### src/hw/bit_literal_pkg.sv
package bit_literal_pkg;
    // word and datapath widths
    localparam int INSTR_W = 14; // program word
    localparam int PC_W = 11; // program counter, also the jump target width
    localparam int FA_W = 7; // file register address
    localparam int DATA_W = 8; // accumulator and file data
    localparam int BIT_W = 3; // bit number inside a file byte
    localparam int NIB_W = 4; // low nibble, digit carry boundary

    // instruction cycle: four oscillator periods
    localparam int PHASES = 4;
    localparam logic [1:0] PHASE_FIRST = 2'h0;
    localparam logic [1:0] PHASE_LAST = 2'(PHASES - 1);

    // field positions inside the word
    localparam int BOP_HI = 11; // bit group operation code
    localparam int BOP_LO = 10;
    localparam int BNUM_HI = 9; // bit number
    localparam int BNUM_LO = 7;
    localparam int DEST_BIT = 7; // destination select of byte ops
    localparam int FA_HI = 6; // file address
    localparam int LIT_HI = 7; // 8-bit literal
    localparam int TGT_HI = 10; // 11-bit target

    // bit group operation codes
    localparam logic [1:0] BOP_CLEAR = 2'h0;
    localparam logic [1:0] BOP_SET = 2'h1;
    localparam logic [1:0] BOP_SKIP_LOW = 2'h2;
    localparam logic [1:0] BOP_SKIP_HIGH = 2'h3;

    // match values and care masks
    localparam logic [13:0] CARE_GRP = 14'h3000;
    localparam logic [13:0] CARE_CTL = 14'h3800;
    localparam logic [13:0] CARE_LX2 = 14'h3c00;
    localparam logic [13:0] CARE_LX1 = 14'h3e00;
    localparam logic [13:0] CARE_OP6 = 14'h3f00;
    localparam logic [13:0] CARE_ALL = 14'h3fff;
    localparam logic [13:0] PAT_BIT_GRP = 14'h1000;
    localparam logic [13:0] PAT_CALL = 14'h2000;
    localparam logic [13:0] PAT_JUMP = 14'h2800;
    localparam logic [13:0] PAT_LOAD_IMM = 14'h3000;
    localparam logic [13:0] PAT_RET_VAL = 14'h3400;
    localparam logic [13:0] PAT_OR_IMM = 14'h3800;
    localparam logic [13:0] PAT_AND_IMM = 14'h3900;
    localparam logic [13:0] PAT_XOR_IMM = 14'h3a00;
    localparam logic [13:0] PAT_SUB_IMM = 14'h3c00;
    localparam logic [13:0] PAT_ADD_IMM = 14'h3e00;
    localparam logic [13:0] PAT_AND_FILE = 14'h0500;
    localparam logic [13:0] PAT_ADD_FILE = 14'h0700;
    localparam logic [13:0] WORD_SUB_RET = 14'h0008;
    localparam logic [13:0] WORD_INT_RET = 14'h0009;
    localparam logic [13:0] WORD_STANDBY = 14'h0063;
    localparam logic [13:0] WORD_WD_KICK = 14'h0064;

    // special file addresses
    localparam logic [6:0] TIMER_ZERO_ADDR = 7'h01;
    localparam logic [6:0] PORT_A_ADDR = 7'h05;
    localparam logic [6:0] PORT_B_ADDR = 7'h06;

    // reset values, pc step and single-bit mask
    localparam logic [10:0] PC_RESET = 11'h000;
    localparam logic [10:0] PC_STEP = 11'h001;
    localparam logic [7:0] DATA_ZERO = 8'h00;
    localparam logic [7:0] BIT_ONE = 8'h01;
    localparam logic FLAG_IDLE = 1'b1; // time-out and power-down after reset

    // arithmetic unit operations
    typedef enum logic [2:0] {
        ALU_PASS_B,
        ALU_ADD,
        ALU_AND,
        ALU_OR,
        ALU_XOR,
        ALU_SUB_B_A
    } alu_op_e;

    // word matches a pattern on its cared bits
    function automatic logic word_is(input logic [13:0] w, input logic [13:0] pat,
                                     input logic [13:0] care);
        return (w & care) == pat;
    endfunction : word_is
endpackage : bit_literal_pkg

### src/hw/bit_literal_op_decoder.sv
`timescale 1ns/1ps
// Function
// - bit clear and set, flags untouched
// - bit tests skip on low or high
// - taken skip or branch adds nop cycle
// - add immediate sets carry, digit carry, zero
// - and immediate updates zero only
// - and with file, destination bit selects target
// - add with file, destination, three flags
// - or immediate updates zero only
// - xor immediate updates zero only
// - immediate minus accumulator, three flags
// - return loads literal, two cycles
// - standby word sets time-out, clears power-down
// - port self-modify reads pin levels
// - timer zero write clears assigned prescaler
// - instruction cycle is four clocks
module bit_literal_op_decoder
    import bit_literal_pkg::*;
(
    // clock and reset
    input wire logic sys_clk_i,
    input wire logic rst_b_i,
    // program memory
    input wire logic [bit_literal_pkg::INSTR_W-1:0] instr_i,
    output logic [bit_literal_pkg::PC_W-1:0] pc_o,
    // file register access
    output logic [bit_literal_pkg::FA_W-1:0] file_raddr_o,
    input wire logic [bit_literal_pkg::DATA_W-1:0] file_rdata_i,
    output logic file_we_o,
    output logic [bit_literal_pkg::FA_W-1:0] file_waddr_o,
    output logic [bit_literal_pkg::DATA_W-1:0] file_wdata_o,
    // port pin levels from outside
    input wire logic [bit_literal_pkg::DATA_W-1:0] port_a_pins_i,
    input wire logic [bit_literal_pkg::DATA_W-1:0] port_b_pins_i,
    // return address stack
    output logic stack_push_o,
    output logic stack_pop_o,
    output logic [bit_literal_pkg::PC_W-1:0] return_addr_o,
    input wire logic [bit_literal_pkg::PC_W-1:0] stack_top_i,
    // timer and watchdog
    input wire logic prescaler_on_timer_i,
    output logic prescaler_clr_o,
    output logic watchdog_kick_o,
    // standby
    input wire logic wake_i,
    output logic standby_o,
    // status
    output logic [bit_literal_pkg::DATA_W-1:0] accum_o,
    output logic carry_o,
    output logic dcarry_o,
    output logic zero_o,
    output logic timeout_flag_o,
    output logic powerdown_flag_o
);
    import bit_literal_pkg::*;

    logic [1:0] phase_q; // oscillator period inside the cycle
    logic cyc_end; // last period, instruction retires here
    logic nop_q; // current cycle is the filler nop
    logic nop_adv_q; // filler nop steps past a discarded word
    logic exec; // a real instruction retires now
    logic [PC_W-1:0] pc_q;
    logic [DATA_W-1:0] w_q; // working accumulator
    logic carry_q, dcarry_q, zero_q;
    logic timeout_flag_q, powerdown_flag_q;
    logic standby_q;
    logic [DATA_W-1:0] pa_s1_q, pa_s2_q, pa_s3_q, pa_lvl_q; // port a sync
    logic [DATA_W-1:0] pb_s1_q, pb_s2_q, pb_s3_q, pb_lvl_q; // port b sync
    logic file_we_q, push_q, pop_q, presc_q, kick_q;
    logic [FA_W-1:0] waddr_q;
    logic [DATA_W-1:0] wdata_q;
    logic [PC_W-1:0] ret_q;

    // decoded fields
    logic [FA_W-1:0] faddr;
    logic [BIT_W-1:0] bnum;
    logic [DATA_W-1:0] lit;
    logic [DATA_W-1:0] operand; // file byte or pin level
    logic [DATA_W-1:0] bit_mask;
    logic is_bit, is_call, is_jump, is_load, is_retv, is_or, is_and, is_xor, is_sub, is_add;
    logic is_andf, is_addf, is_sret, is_iret, is_stby, is_kick;
    logic dest_file, bit_val, skip_taken, pc_change;
    alu_op_e alu_op;
    logic [DATA_W-1:0] alu_res;
    logic alu_c, alu_dc, alu_z;
    logic wr_file; // retiring word writes a file register
    logic [DATA_W-1:0] wr_val;

    // cycle phase counter, instructions retire once per four clocks; pin synchronisers and side-effect registers step every clock
    always_ff @(posedge sys_clk_i or negedge rst_b_i) begin
        if (!rst_b_i) begin
            phase_q <= PHASE_FIRST;
        end else begin
            phase_q <= phase_q + 2'h1;
        end
    end
    assign cyc_end = (phase_q == PHASE_LAST);
    assign exec = cyc_end && !nop_q && !standby_q;

    // pin synchronisers; a change is taken once stages two and three agree
    always_ff @(posedge sys_clk_i or negedge rst_b_i) begin
        if (!rst_b_i) begin
            pa_s1_q <= DATA_ZERO;
            pa_s2_q <= DATA_ZERO;
            pa_s3_q <= DATA_ZERO;
            pa_lvl_q <= DATA_ZERO;
            pb_s1_q <= DATA_ZERO;
            pb_s2_q <= DATA_ZERO;
            pb_s3_q <= DATA_ZERO;
            pb_lvl_q <= DATA_ZERO;
        end else begin
            pa_s1_q <= port_a_pins_i;
            pa_s2_q <= pa_s1_q;
            pa_s3_q <= pa_s2_q;
            pb_s1_q <= port_b_pins_i;
            pb_s2_q <= pb_s1_q;
            pb_s3_q <= pb_s2_q;
            // per bit, so one settled pin is not held back by a moving one
            pa_lvl_q <= (pa_s2_q & ~(pa_s2_q ^ pa_s3_q)) | (pa_lvl_q & (pa_s2_q ^ pa_s3_q));
            pb_lvl_q <= (pb_s2_q & ~(pb_s2_q ^ pb_s3_q)) | (pb_lvl_q & (pb_s2_q ^ pb_s3_q));
        end
    end

    // instruction decode, words not listed here retire as single-cycle no-ops
    always_comb begin
        faddr = instr_i[FA_HI:0];
        bnum = instr_i[BNUM_HI:BNUM_LO];
        lit = instr_i[LIT_HI:0];
        dest_file = instr_i[DEST_BIT];
        is_bit = word_is(instr_i, PAT_BIT_GRP, CARE_GRP);
        is_call = word_is(instr_i, PAT_CALL, CARE_CTL);
        is_jump = word_is(instr_i, PAT_JUMP, CARE_CTL);
        is_load = word_is(instr_i, PAT_LOAD_IMM, CARE_LX2);
        is_retv = word_is(instr_i, PAT_RET_VAL, CARE_LX2);
        is_or = word_is(instr_i, PAT_OR_IMM, CARE_OP6);
        is_and = word_is(instr_i, PAT_AND_IMM, CARE_OP6);
        is_xor = word_is(instr_i, PAT_XOR_IMM, CARE_OP6);
        is_sub = word_is(instr_i, PAT_SUB_IMM, CARE_LX1);
        is_add = word_is(instr_i, PAT_ADD_IMM, CARE_LX1);
        is_andf = word_is(instr_i, PAT_AND_FILE, CARE_OP6);
        is_addf = word_is(instr_i, PAT_ADD_FILE, CARE_OP6);
        is_sret = word_is(instr_i, WORD_SUB_RET, CARE_ALL);
        is_iret = word_is(instr_i, WORD_INT_RET, CARE_ALL);
        is_stby = word_is(instr_i, WORD_STANDBY, CARE_ALL);
        is_kick = word_is(instr_i, WORD_WD_KICK, CARE_ALL);
    end

    // port reads see the pins, not the output latch
    always_comb begin
        if (faddr == PORT_A_ADDR) begin
            operand = pa_lvl_q;
        end else if (faddr == PORT_B_ADDR) begin
            operand = pb_lvl_q;
        end else begin
            operand = file_rdata_i;
        end
    end
    assign file_raddr_o = faddr;
    assign bit_mask = BIT_ONE << bnum;
    assign bit_val = |(operand & bit_mask);

    // skip and branch conditions
    always_comb begin
        skip_taken = 1'b0;
        if (is_bit && instr_i[BOP_HI:BOP_LO] == BOP_SKIP_LOW) begin
            skip_taken = !bit_val;
        end else if (is_bit && instr_i[BOP_HI:BOP_LO] == BOP_SKIP_HIGH) begin
            skip_taken = bit_val;
        end
        pc_change = is_call || is_jump || is_retv || is_sret || is_iret;
    end

    // arithmetic operation and operand choice
    always_comb begin
        if (is_add || is_addf) begin
            alu_op = ALU_ADD;
        end else if (is_sub) begin
            alu_op = ALU_SUB_B_A;
        end else if (is_and || is_andf) begin
            alu_op = ALU_AND;
        end else if (is_or) begin
            alu_op = ALU_OR;
        end else if (is_xor) begin
            alu_op = ALU_XOR;
        end else begin
            alu_op = ALU_PASS_B;
        end
    end

    alu_unit u_alu (
        .op_i(alu_op),
        .a_i(w_q),
        .b_i((is_andf || is_addf) ? operand : lit),
        .res_o(alu_res),
        .carry_o(alu_c),
        .dcarry_o(alu_dc),
        .zero_o(alu_z)
    );

    // file write-back value
    always_comb begin
        wr_file = 1'b0;
        wr_val = alu_res;
        if (is_bit && instr_i[BOP_HI:BOP_LO] == BOP_CLEAR) begin
            wr_file = 1'b1;
            wr_val = operand & ~bit_mask;
        end else if (is_bit && instr_i[BOP_HI:BOP_LO] == BOP_SET) begin
            wr_file = 1'b1;
            wr_val = operand | bit_mask;
        end else if ((is_andf || is_addf) && dest_file) begin
            wr_file = 1'b1;
        end
    end

    // program counter and the filler nop cycle
    always_ff @(posedge sys_clk_i or negedge rst_b_i) begin
        if (!rst_b_i) begin
            pc_q <= PC_RESET;
            nop_q <= 1'b0;
            nop_adv_q <= 1'b0;
        end else if (cyc_end && nop_q) begin
            nop_q <= 1'b0;
            if (nop_adv_q) begin
                pc_q <= pc_q + PC_STEP; // step past the discarded word
            end
        end else if (exec) begin
            nop_q <= skip_taken || pc_change;
            nop_adv_q <= skip_taken;
            if (is_call || is_jump) begin
                pc_q <= instr_i[TGT_HI:0];
            end else if (is_retv || is_sret || is_iret) begin
                pc_q <= stack_top_i;
            end else begin
                pc_q <= pc_q + PC_STEP;
            end
        end
    end

    // accumulator and arithmetic flags; bit ops leave all flags alone
    always_ff @(posedge sys_clk_i or negedge rst_b_i) begin
        if (!rst_b_i) begin
            w_q <= DATA_ZERO;
            carry_q <= 1'b0;
            dcarry_q <= 1'b0;
            zero_q <= 1'b0;
        end else if (exec) begin
            if (is_add || is_sub || is_addf) begin
                carry_q <= alu_c;
                dcarry_q <= alu_dc;
            end
            if (is_add || is_sub || is_addf || is_and || is_andf || is_or || is_xor) begin
                zero_q <= alu_z;
            end
            if (is_add || is_sub || is_and || is_or || is_xor) begin
                w_q <= alu_res;
            end else if ((is_andf || is_addf) && !dest_file) begin
                w_q <= alu_res;
            end else if (is_load || is_retv) begin
                w_q <= lit;
            end
        end
    end

    // time-out and power-down, standby with wake
    always_ff @(posedge sys_clk_i or negedge rst_b_i) begin
        if (!rst_b_i) begin
            timeout_flag_q <= FLAG_IDLE;
            powerdown_flag_q <= FLAG_IDLE;
            standby_q <= 1'b0;
        end else if (exec && is_stby) begin
            timeout_flag_q <= 1'b1;
            powerdown_flag_q <= 1'b0;
            standby_q <= 1'b1;
        end else if (exec && is_kick) begin
            timeout_flag_q <= 1'b1;
            powerdown_flag_q <= 1'b1;
        end else if (cyc_end && standby_q && wake_i) begin
            standby_q <= 1'b0; // resume at the word after standby
        end
    end

    // one-clock side effects, registered so outputs do not glitch
    always_ff @(posedge sys_clk_i or negedge rst_b_i) begin
        if (!rst_b_i) begin
            file_we_q <= 1'b0;
            waddr_q <= '0;
            wdata_q <= DATA_ZERO;
            push_q <= 1'b0;
            pop_q <= 1'b0;
            ret_q <= PC_RESET;
            presc_q <= 1'b0;
            kick_q <= 1'b0;
        end else begin
            file_we_q <= exec && wr_file;
            push_q <= exec && is_call;
            pop_q <= exec && (is_retv || is_sret || is_iret);
            presc_q <= exec && wr_file && faddr == TIMER_ZERO_ADDR
                && prescaler_on_timer_i;
            kick_q <= exec && is_kick;
            if (exec) begin
                waddr_q <= faddr;
                wdata_q <= wr_val;
                ret_q <= pc_q + PC_STEP;
            end
        end
    end

    assign pc_o = pc_q;
    assign file_we_o = file_we_q;
    assign file_waddr_o = waddr_q;
    assign file_wdata_o = wdata_q;
    assign stack_push_o = push_q;
    assign stack_pop_o = pop_q;
    assign return_addr_o = ret_q;
    assign prescaler_clr_o = presc_q;
    assign watchdog_kick_o = kick_q;
    assign standby_o = standby_q;
    assign accum_o = w_q;
    assign carry_o = carry_q;
    assign dcarry_o = dcarry_q;
    assign zero_o = zero_q;
    assign timeout_flag_o = timeout_flag_q;
    assign powerdown_flag_o = powerdown_flag_q;
endmodule : bit_literal_op_decoder

### src/hw/alu_unit.sv
`timescale 1ns/1ps
module alu_unit
    import bit_literal_pkg::*;
(
    // operation and operands
    input wire bit_literal_pkg::alu_op_e op_i,
    input wire logic [bit_literal_pkg::DATA_W-1:0] a_i,
    input wire logic [bit_literal_pkg::DATA_W-1:0] b_i,
    // result and flags
    output logic [bit_literal_pkg::DATA_W-1:0] res_o,
    output logic carry_o,
    output logic dcarry_o,
    output logic zero_o
);
    import bit_literal_pkg::*;

    logic [DATA_W:0] sum; // ninth bit is carry out
    logic [NIB_W:0] nib; // fifth bit is digit carry
    logic [DATA_W-1:0] addend; // second adder input

    // one adder serves add and subtract; subtract is b + ~a + 1 so carry means no borrow
    always_comb begin
        addend = (op_i == ALU_SUB_B_A) ? ~a_i : a_i;
        sum = {1'b0, b_i} + {1'b0, addend} + {{DATA_W{1'b0}}, op_i == ALU_SUB_B_A};
        nib = {1'b0, b_i[NIB_W-1:0]} + {1'b0, addend[NIB_W-1:0]}
            + {{NIB_W{1'b0}}, op_i == ALU_SUB_B_A};
        case (op_i)
            ALU_ADD, ALU_SUB_B_A: res_o = sum[DATA_W-1:0];
            ALU_AND: res_o = a_i & b_i;
            ALU_OR: res_o = a_i | b_i;
            ALU_XOR: res_o = a_i ^ b_i;
            default: res_o = b_i;
        endcase
        carry_o = sum[DATA_W];
        dcarry_o = nib[NIB_W];
        zero_o = (res_o == DATA_ZERO);
    end
endmodule : alu_unit

### config.mk
export PLATFORM = sky130hd
export DESIGN_NAME = bit_literal_op_decoder
export DESIGN_NICKNAME = d
export VERILOG_FILES = /design/src/hw/bit_literal_pkg.sv /design/src/hw/bit_literal_op_decoder.sv /design/src/hw/alu_unit.sv
export SDC_FILE = /design/constraint.sdc
export NUM_CORES = 1
export LEC_CHECK = 0
export BUFFER_PORTS_ARGS = -buffer_cell sky130_fd_sc_hd__buf_2
export CORE_UTILIZATION = 50
export DETAILED_ROUTE_END_ITERATION = 6
export GPL_TIMING_DRIVEN = 0
export PLACE_DENSITY = 0.75
export REMOVE_ABC_BUFFERS = 1
export SLEW_MARGIN = 15
export SYNTH_ARGS = -nofsm -noshare
export SYNTH_HDL_FRONTEND = slang
export SYNTH_SLANG_ARGS = --single-unit
### constraint.sdc
create_clock -name sys_clk_i -period 3.2 [get_ports sys_clk_i]
set_input_delay 0.64 -clock sys_clk_i [delete_from_list [all_inputs] [get_ports sys_clk_i]]
set_output_delay 0.64 -clock sys_clk_i [all_outputs]
set_load 0.02 [all_outputs]
Word-level counts from Yosys, hierarchy flattened
Index checks and enable logic that the tools add are counted.
{"block": "word_totals", "ff_bits": 124, "n_memories": 0, "latchBits": 0, "romBits": 0, "out_inout_bits": 63, "inputBits": 53, "ram_bits": 0}
{"block": "op_classes", "div_mod_pow": 0, "shift": 1, "add_sub_neg": 6, "n_bitwise": 19, "n_mul": 0, "mux": 33, "n_reduce_logical": 56, "eq_ne": 30, "order_cmp": 0}
{"cell": "2-to-1 mux 8 bit", "n": 9}
{"cell": "AND 8 bit", "n": 7}
{"cell": "2-to-1 mux 11 bit", "n": 5}
{"cell": "inverter 8 bit", "n": 4}
{"cell": "OR 8 bit", "n": 4}
{"cell": "one-hot mux 8 bit (4 select lines)", "n": 1}
{"cell": "equality test 14 x 4 -> 1 bit, second input constant", "n": 2}
{"cell": "equality test 14 x 7 -> 1 bit, second input constant", "n": 2}
{"cell": "XOR 8 bit", "n": 3}
{"cell": "logical OR 1 bit", "n": 20}
{"cell": "equality test 6 bit, second input constant", "n": 3}
{"cell": "logical AND 1 bit", "n": 18}
{"cell": "2-to-1 mux 3 bit", "n": 5}
{"cell": "equality test 7 x 3 -> 1 bit, second input constant", "n": 2}
{"cell": "2-to-1 mux 1 bit", "n": 13}
{"cell": "equality test 3 bit, second input constant", "n": 4}
{"cell": "equality test 6 x 3 -> 1 bit, second input constant", "n": 2}
{"cell": "AND reduction 2 bit", "n": 6}
{"cell": "adder 11 x 1 -> 11 bit, second input constant", "n": 1}
{"cell": "equality test 5 bit, second input constant", "n": 2}
{"cell": "adder 8 x 8 -> 9 bit", "n": 1}
{"cell": "adder 9 x 1 -> 9 bit", "n": 1}
{"cell": "equality test 4 bit, second input constant", "n": 2}
{"cell": "zero test 8 bit", "n": 1}
{"cell": "other kinds (17)", "n": 27}

Depth between registers and ports, before layout
{"block": "logic_depth", "depth_word": 13, "mapped_depth": 16, "depth_no_buf": 15}

By module
Synthesis repeated with hierarchy kept, for this count alone.
{"block": "hier_totals", "cells_unflattened": 677, "area_unflattened_um2": 6575.1}
{"mod": "bit_literal_op_decoder", "instances": 1, "cells_per_inst": 516, "area_per_inst_um2": 5406.4}
{"mod": "alu_unit", "instances": 1, "cells_per_inst": 161, "area_per_inst_um2": 1168.6}

Least setup slack after synthesis
No wires, ideal clock.
{"block": "synth_timing", "path_kind": "input port to flip-flop", "from": "input instr_i[11] in the netlist's numbering", "to": "register zero_q, in the netlist zero_o", "slack_ns": -0.849, "arrival_ns": 3.945, "required_time_ns": 3.096, "cell_stages": 15, "setup_time_ns": 0.104, "path_buffers": 3, "path_cell_list": "buf_2 -> nor3_4 -> and3_1 -> buf_6 -> clkbuf_1 -> mux2_2 -> ha_1 -> a21oi_1 -> a21boi_0 -> o21a_1 -> nor3_1 -> nor3_1 -> a211o_1 -> or4_4 -> o41ai_2"}
{"block": "synth_between", "elab_chain_cells": 12, "word_cells_on_any_way": 37, "cone_classes": "add/sub: 2; eq/ne: 12; mux: 8; bitwise: 3; reduce/logical: 12"}
{"element": "start, declared", "line_no": "bit_literal_op_decoder.sv:25", "text": "input wire logic [bit_literal_pkg::INSTR_W-1:0] instr_i,"}
{"element": "equality test 6 bit", "line_no": "bit_literal_pkg.sv:80", "text": "return (w & care) == pat;"}
{"element": "2-to-1 mux 3 bit", "line_no": "bit_literal_op_decoder.sv:184", "text": "end else if (is_xor) begin"}
{"element": "2-to-1 mux 3 bit", "line_no": "bit_literal_op_decoder.sv:182", "text": "end else if (is_or) begin"}
{"element": "2-to-1 mux 3 bit", "line_no": "bit_literal_op_decoder.sv:180", "text": "end else if (is_and || is_andf) begin"}
{"element": "2-to-1 mux 3 bit", "line_no": "bit_literal_op_decoder.sv:178", "text": "end else if (is_sub) begin"}
{"element": "2-to-1 mux 3 bit", "line_no": "bit_literal_op_decoder.sv:176", "text": "if (is_add || is_addf) begin"}
{"element": "equality test 3 bit", "line_no": "alu_unit.sv:23, alu_unit.sv:24, alu_unit.sv:27"}
{"element": "2-to-1 mux 8 bit", "line_no": "alu_unit.sv:23", "text": "addend = (op_i == ALU_SUB_B_A) ? ~a_i : a_i;"}
{"element": "adder 8 x 8 -> 9 bit", "line_no": "alu_unit.sv:24", "text": "sum = {1'b0, b_i} + {1'b0, addend} + {{DATA_W{1'b0}}, op_i == ALU_SUB_B_A};"}
{"element": "adder 9 x 1 -> 9 bit", "line_no": "alu_unit.sv:24"}
{"element": "one-hot mux 8 bit (4 select lines)", "line_no": "alu_unit.sv:27", "text": "case (op_i)"}
{"element": "zero test 8 bit", "line_no": "alu_unit.sv:36", "text": "zero_o = (res_o == DATA_ZERO);"}
{"element": "end signal, assigned", "line_no": "bit_literal_op_decoder.sv:253", "text": "zero_q <= alu_z;"}
{"element": "end, declared", "line_no": "bit_literal_op_decoder.sv:65", "text": "logic carry_q, dcarry_q, zero_q;"}
Parallel ways exist; a longest one is shown, timed or not.
A chain may end at the register's enable or synchronous reset.

Final worst setup path
{"block": "layout_timing", "from": "input instr_i[4] in the netlist's numbering", "to": "register zero_q, in the netlist zero_o"}
{"block": "layout_between", "elab_chain_cells": 8, "word_cells_on_any_way": 12, "cone_classes": "add/sub: 2; eq/ne: 2; mux: 4; bitwise: 3; reduce/logical: 1"}
{"element": "equality test 7 x 3 -> 1 bit", "line_no": "bit_literal_op_decoder.sv:153", "text": "end else if (faddr == PORT_B_ADDR) begin"}
{"element": "2-to-1 mux 8 bit", "line_no": "bit_literal_op_decoder.sv:153"}
{"element": "2-to-1 mux 8 bit", "line_no": "bit_literal_op_decoder.sv:151", "text": "if (faddr == PORT_A_ADDR) begin"}
{"element": "2-to-1 mux 8 bit *", "line_no": "bit_literal_op_decoder.sv:194", "text": ".b_i((is_andf || is_addf) ? operand : lit),"}
{"element": "adder 8 x 8 -> 9 bit", "line_no": "alu_unit.sv:24"}
{"element": "adder 9 x 1 -> 9 bit", "line_no": "alu_unit.sv:24"}
{"element": "one-hot mux 8 bit (4 select lines) *", "line_no": "alu_unit.sv:27"}
{"element": "zero test 8 bit *", "line_no": "alu_unit.sv:36"}
Every way passes the cells marked *; elsewhere a longest branch is shown, timed or not.

==> results <==
- The fraction of final layout cells with drive strength greater than 1 is 33.0%.
- The number of slew-limit violations in the final report is 0.
- The peak ir drop on the vdd network is 0.000456 V.
- Summed over all nets, wire length on met3 after detailed routing comes to 1160 um.
- The vertical die dimension is 117 um.
- The cell depth of the worst flop-to-flop path is 14.
- The die is 117 um wide.
- The run finished, with violations left.
- Summing the areas of all and, or, nand and nor instances in the mapped netlist gives 15.3% of the synthesized area.
- The number of global-route vias before repair is 5412.
- The clock passes through at most 2 buffers.
- Summing the areas of all compound-gate instances in the mapped netlist gives 18.8% of the synthesized area.
- The number of rows in the core area is 41.
- The class of the tightest hold or removal check is input pin to asynchronous set/reset pin.
- The data required time at the worst endpoint is 3.52 ns.
- The post-synthesis sequential area ratio is 46.6%.
- Sequential cells account for 36.8% of the total power.
- The average cell area after synthesis is 9.74 sq um.
- The total CTS buffers is 17.
- TritonCTS built the clock tree.
- STA classifies the critical path startpoint as an input pin.
- The largest family of logic cells by synthesized area is compound AO/OA/AOI/OAI gates.
- The proportion of total power due to net switching is 34.0%.
- The area of the die is 13700 sq um.
- The worst slack on hold paths is 0.154 ns.
- Input and output buffers added on the ports amount to 114.
- The internal portion of the total power is 3.60 mW.
- The average via count per standard cell is 5.83.
- The worst setup slack after layout is -0.316 ns.
- The final reports fail on setup timing.
- The total net switching power is 1.85 mW.
- The CTS sink count is 123.
- After detailed routing, the average wire length per cell comes to 18.6 um.
- The number of antenna violations at the first check in global routing is 0.
- The number of placed I/O pins is 116.
- The classification of the worst setup path is input pin to flop.
- The relative slew slack is 39.5%.
- The H-tree level count is 4.
- The number of inserted diodes is 0.
- For this run, design rule violations remaining after detail routing come to 0.
- The wire length of the first global-routing pass is 27800 um.
- The CTS root buffer is sky130_fd_sc_hd__clkbuf_16.
- The most used flip-flop cell after synthesis is sky130_fd_sc_hd__dfrtp_1.
- The actual slew at the worst max-slew pin is 0.907 ns.
- The floorplan core area is 12800 sq um.
- The first detailed-routing pass ran for 7 iterations.
- After detailed placement, the total cell area comes to 7200 sq um.
- Routability-driven placement finished with a final weighted congestion of 0.868.
- The aggregate global routing overflow is 0.
- The net count of the finished layout is 889.
- In this run, the number of DRC markers left after iteration 0 of detailed routing was 612.
- The number of hold-slack violations in the final timing report came to 0.
- The power per cell area is 632 nW/um^2.
- The total number of yosys warnings is 0.
- The cell area that synthesis handed to floorplanning was 6610 sq um.
- The upper clock frequency limit is 0.284 GHz.
- Summing all non-filler instances in the final layout gives an area of 8630 sq um.
- The post-synthesis cell type count is 77.
- Synthesis inferred 123 register bits.
- The length of routed met2 wiring is 9030 um.
- The kind of end point of the critical path is a flop.
- The overall power is 5.45 mW.
- In the synthesized netlist, mux cells make up 2.82% of the area.
- The initial core utilization is 51.8%.
- Setup repair after global routing could not meet its margin everywhere.
- Data arrives at the worst endpoint at 3.83 ns.
- Per report_power, the combinational group accounts for 30.2% of the total.
- The total global routing track utilization is 27.6%.
- The post-route minimum period is 3.52 ns.
- The synthesized netlist devotes 7.46% of its cell area to adder and majority cells.
- For the final database, setup skew stands at 0.0139 ns.
- The number of vias in the routed layout is 5805.
- The max-capacitance violation count is 0.
- The wire-length estimate of the detail-placed layout is 12200 um.
- After synthesis, the share of flip-flops with an asynchronous set or reset is 100%.
- The clock network latency to the later pin of the worst-skew pair is 0.43 ns.
- Counting flops with a built-in enable in the synthesized netlist gives 0.
- After Yosys synthesis, XOR and XNOR cells account for 2.38% of the synthesized area.
- The critical-path maximum fanout is 6.
- Entering global routing, the biggest net connects 81 pins.
- The period utilization is 110%.
- The relative area change from synthesis to final layout is 30.5%.
- The post-CTS clock slew at the launch and capture registers of the worst setup and hold paths is 0.06 ns.
- The count of nets left with antenna violations once routing finished came out at 0.
- The uppermost layer routed is met4.
- Summed over all cells, the static leakage comes to 3.90 nW.
- The post-synthesis instance total is 679.
- The final routed wirelength across all metal layers is 18500 um.
- The sum of routed wire segments on met1 is 7710 um.
- The final count of negative-setup-slack endpoints is 8.
- The part of the power in the clock network is 33.0%.
==> per-stage QoR <==
step	TNS [ns]	setup slack, ns	instances	util, %
finish	-0.752	-0.316	995	67.5
global route	-1.61	-0.434	995	67.5
CTS	-0.694	-0.306	985	64.9
detailed placement	-22.04	-1.81	919	56.3
global placement	-23.73	-1.73	915	55.6
floorplan	-2.42	-0.692	629	-
==> final cells by class <==
class                      instances  area (sq um)
timing repair buffer             162          1070
sequential                       123          3080
fill                             995          4150
multi-input combinational        470          3560
clock inverter                    11          96.3
clock buffer                      21           460
tap                              172           215
inverter                          36           143
==> critical path, cell delays in order <==
cell,delay (ns)
sky130_fd_sc_hd__buf_12,0.11
sky130_fd_sc_hd__nor3_4,0.17
sky130_fd_sc_hd__buf_6,0.15
sky130_fd_sc_hd__nand2_4,0.06
sky130_fd_sc_hd__nor3_4,0.24
sky130_fd_sc_hd__buf_6,0.14
sky130_fd_sc_hd__a221oi_4,0.08
sky130_fd_sc_hd__mux2_4,0.31
sky130_fd_sc_hd__ha_4,0.27
sky130_fd_sc_hd__a21oi_4,0.16
sky130_fd_sc_hd__a21boi_1,0.08
sky130_fd_sc_hd__o21a_1,0.22
sky130_fd_sc_hd__nor3_2,0.18
sky130_fd_sc_hd__nor3_2,0.06
sky130_fd_sc_hd__a211o_1,0.28
sky130_fd_sc_hd__or4_4,0.44
sky130_fd_sc_hd__o41ai_4,0.22
==> cells by family (layout without fill, tap and decap cells) <==
group | after synthesis | in the layout
mux | 18 | 18
compound gates | 182 | 182
xor+xnor | 18 | 18
flops | 123 | 123
other cells | 1 | 1
buf+inv | 86 | 230
fa+ha+maj | 42 | 42
simple gates | 209 | 209
==> cells in the final DEF, fill, tap and decap left out, types with 13 or more instances in the layout <==
master	count
sky130_fd_sc_hd__clkbuf_16	17
sky130_fd_sc_hd__maj3_1	16
sky130_fd_sc_hd__xnor2_1	16
sky130_fd_sc_hd__o21ai_0	42
sky130_fd_sc_hd__buf_6	14
sky130_fd_sc_hd__buf_2	105
sky130_fd_sc_hd__nand2_1	73
sky130_fd_sc_hd__a21oi_1	28
sky130_fd_sc_hd__buf_4	38
sky130_fd_sc_hd__nor2_1	52
sky130_fd_sc_hd__inv_1	35
sky130_fd_sc_hd__nand3_1	13
sky130_fd_sc_hd__ha_1	20
sky130_fd_sc_hd__dfrtp_1	122
==> synthesized netlist by cell type, types with 5 or more instances <==
master                     count  area share, %
sky130_fd_sc_hd__a32oi_1       8            1.1
sky130_fd_sc_hd__and2_1        5           0.47
sky130_fd_sc_hd__nor2_1       56            3.2
sky130_fd_sc_hd__o22a_1        8            1.1
sky130_fd_sc_hd__a221o_1       5           0.76
sky130_fd_sc_hd__a21o_1        6           0.68
sky130_fd_sc_hd__a21oi_1      35            2.6
sky130_fd_sc_hd__inv_1        35            2.0
sky130_fd_sc_hd__ha_1         25            4.7
sky130_fd_sc_hd__dfrtp_1     122             46
sky130_fd_sc_hd__and3_1        7           0.66
sky130_fd_sc_hd__nand3_1      17            1.3
sky130_fd_sc_hd__a31oi_1       5           0.47
sky130_fd_sc_hd__clkbuf_1     25            1.4
sky130_fd_sc_hd__nand2_1      74            4.2
sky130_fd_sc_hd__o21ai_0      48            3.6
sky130_fd_sc_hd__a221oi_1      8            1.1
sky130_fd_sc_hd__buf_2         5           0.38
sky130_fd_sc_hd__o211ai_1      5           0.57
sky130_fd_sc_hd__xnor2_1      16            2.1
sky130_fd_sc_hd__buf_4        13            1.5
sky130_fd_sc_hd__mux2i_1      13            2.0
sky130_fd_sc_hd__nor3_1       12           0.91
sky130_fd_sc_hd__nor3b_1       5           0.57
sky130_fd_sc_hd__o22ai_1      15            1.4
sky130_fd_sc_hd__buf_6         6            1.0
sky130_fd_sc_hd__maj3_1       16            2.4
sky130_fd_sc_hd__a22oi_1       5           0.57
==> metal layers <==
metal  vias up  track usage [%]
met3        49             6.08
met1      2841             35.6
li1       2676                -
met2       239             43.1
met5         -                0
met4         0             15.8
==> power by group through the flow <==
stage	combinational (mW)	clock, mW	sequential (mW)
after floorplan	0.636	0	2.22
after global placement	1.30	0	2.00
after detailed placement	1.34	0	2.02
after CTS	1.47	1.83	2.00
after global routing	1.79	1.89	2.04
final	1.65	1.80	2.01
==> worst paths after layout <==
check                           slack [ns]        startpoint               end
worst max-delay path                 -0.32        instr_i[4]            zero_o
worst min-delay path                  0.15           rst_b_i  return_addr_o[6]
worst max register to register           0              flop            zero_o
worst min register to register        0.34        pa_s1_q[0]        pa_s2_q[0]
max in group asynchronous             2.31           rst_b_i  powerdown_flag_o
min in group sys_clk_i                0.32  port_b_pins_i[5]        pb_s1_q[5]
==> timing repair <==
item                       in CTS  in global routing
buffers inserted               34                 10
resized for setup              64                 53
hold buffers                    0                  0
setup endpoints to repair      17                  9
pin swaps                      24                 20
(Power assumes the default switching activity.)
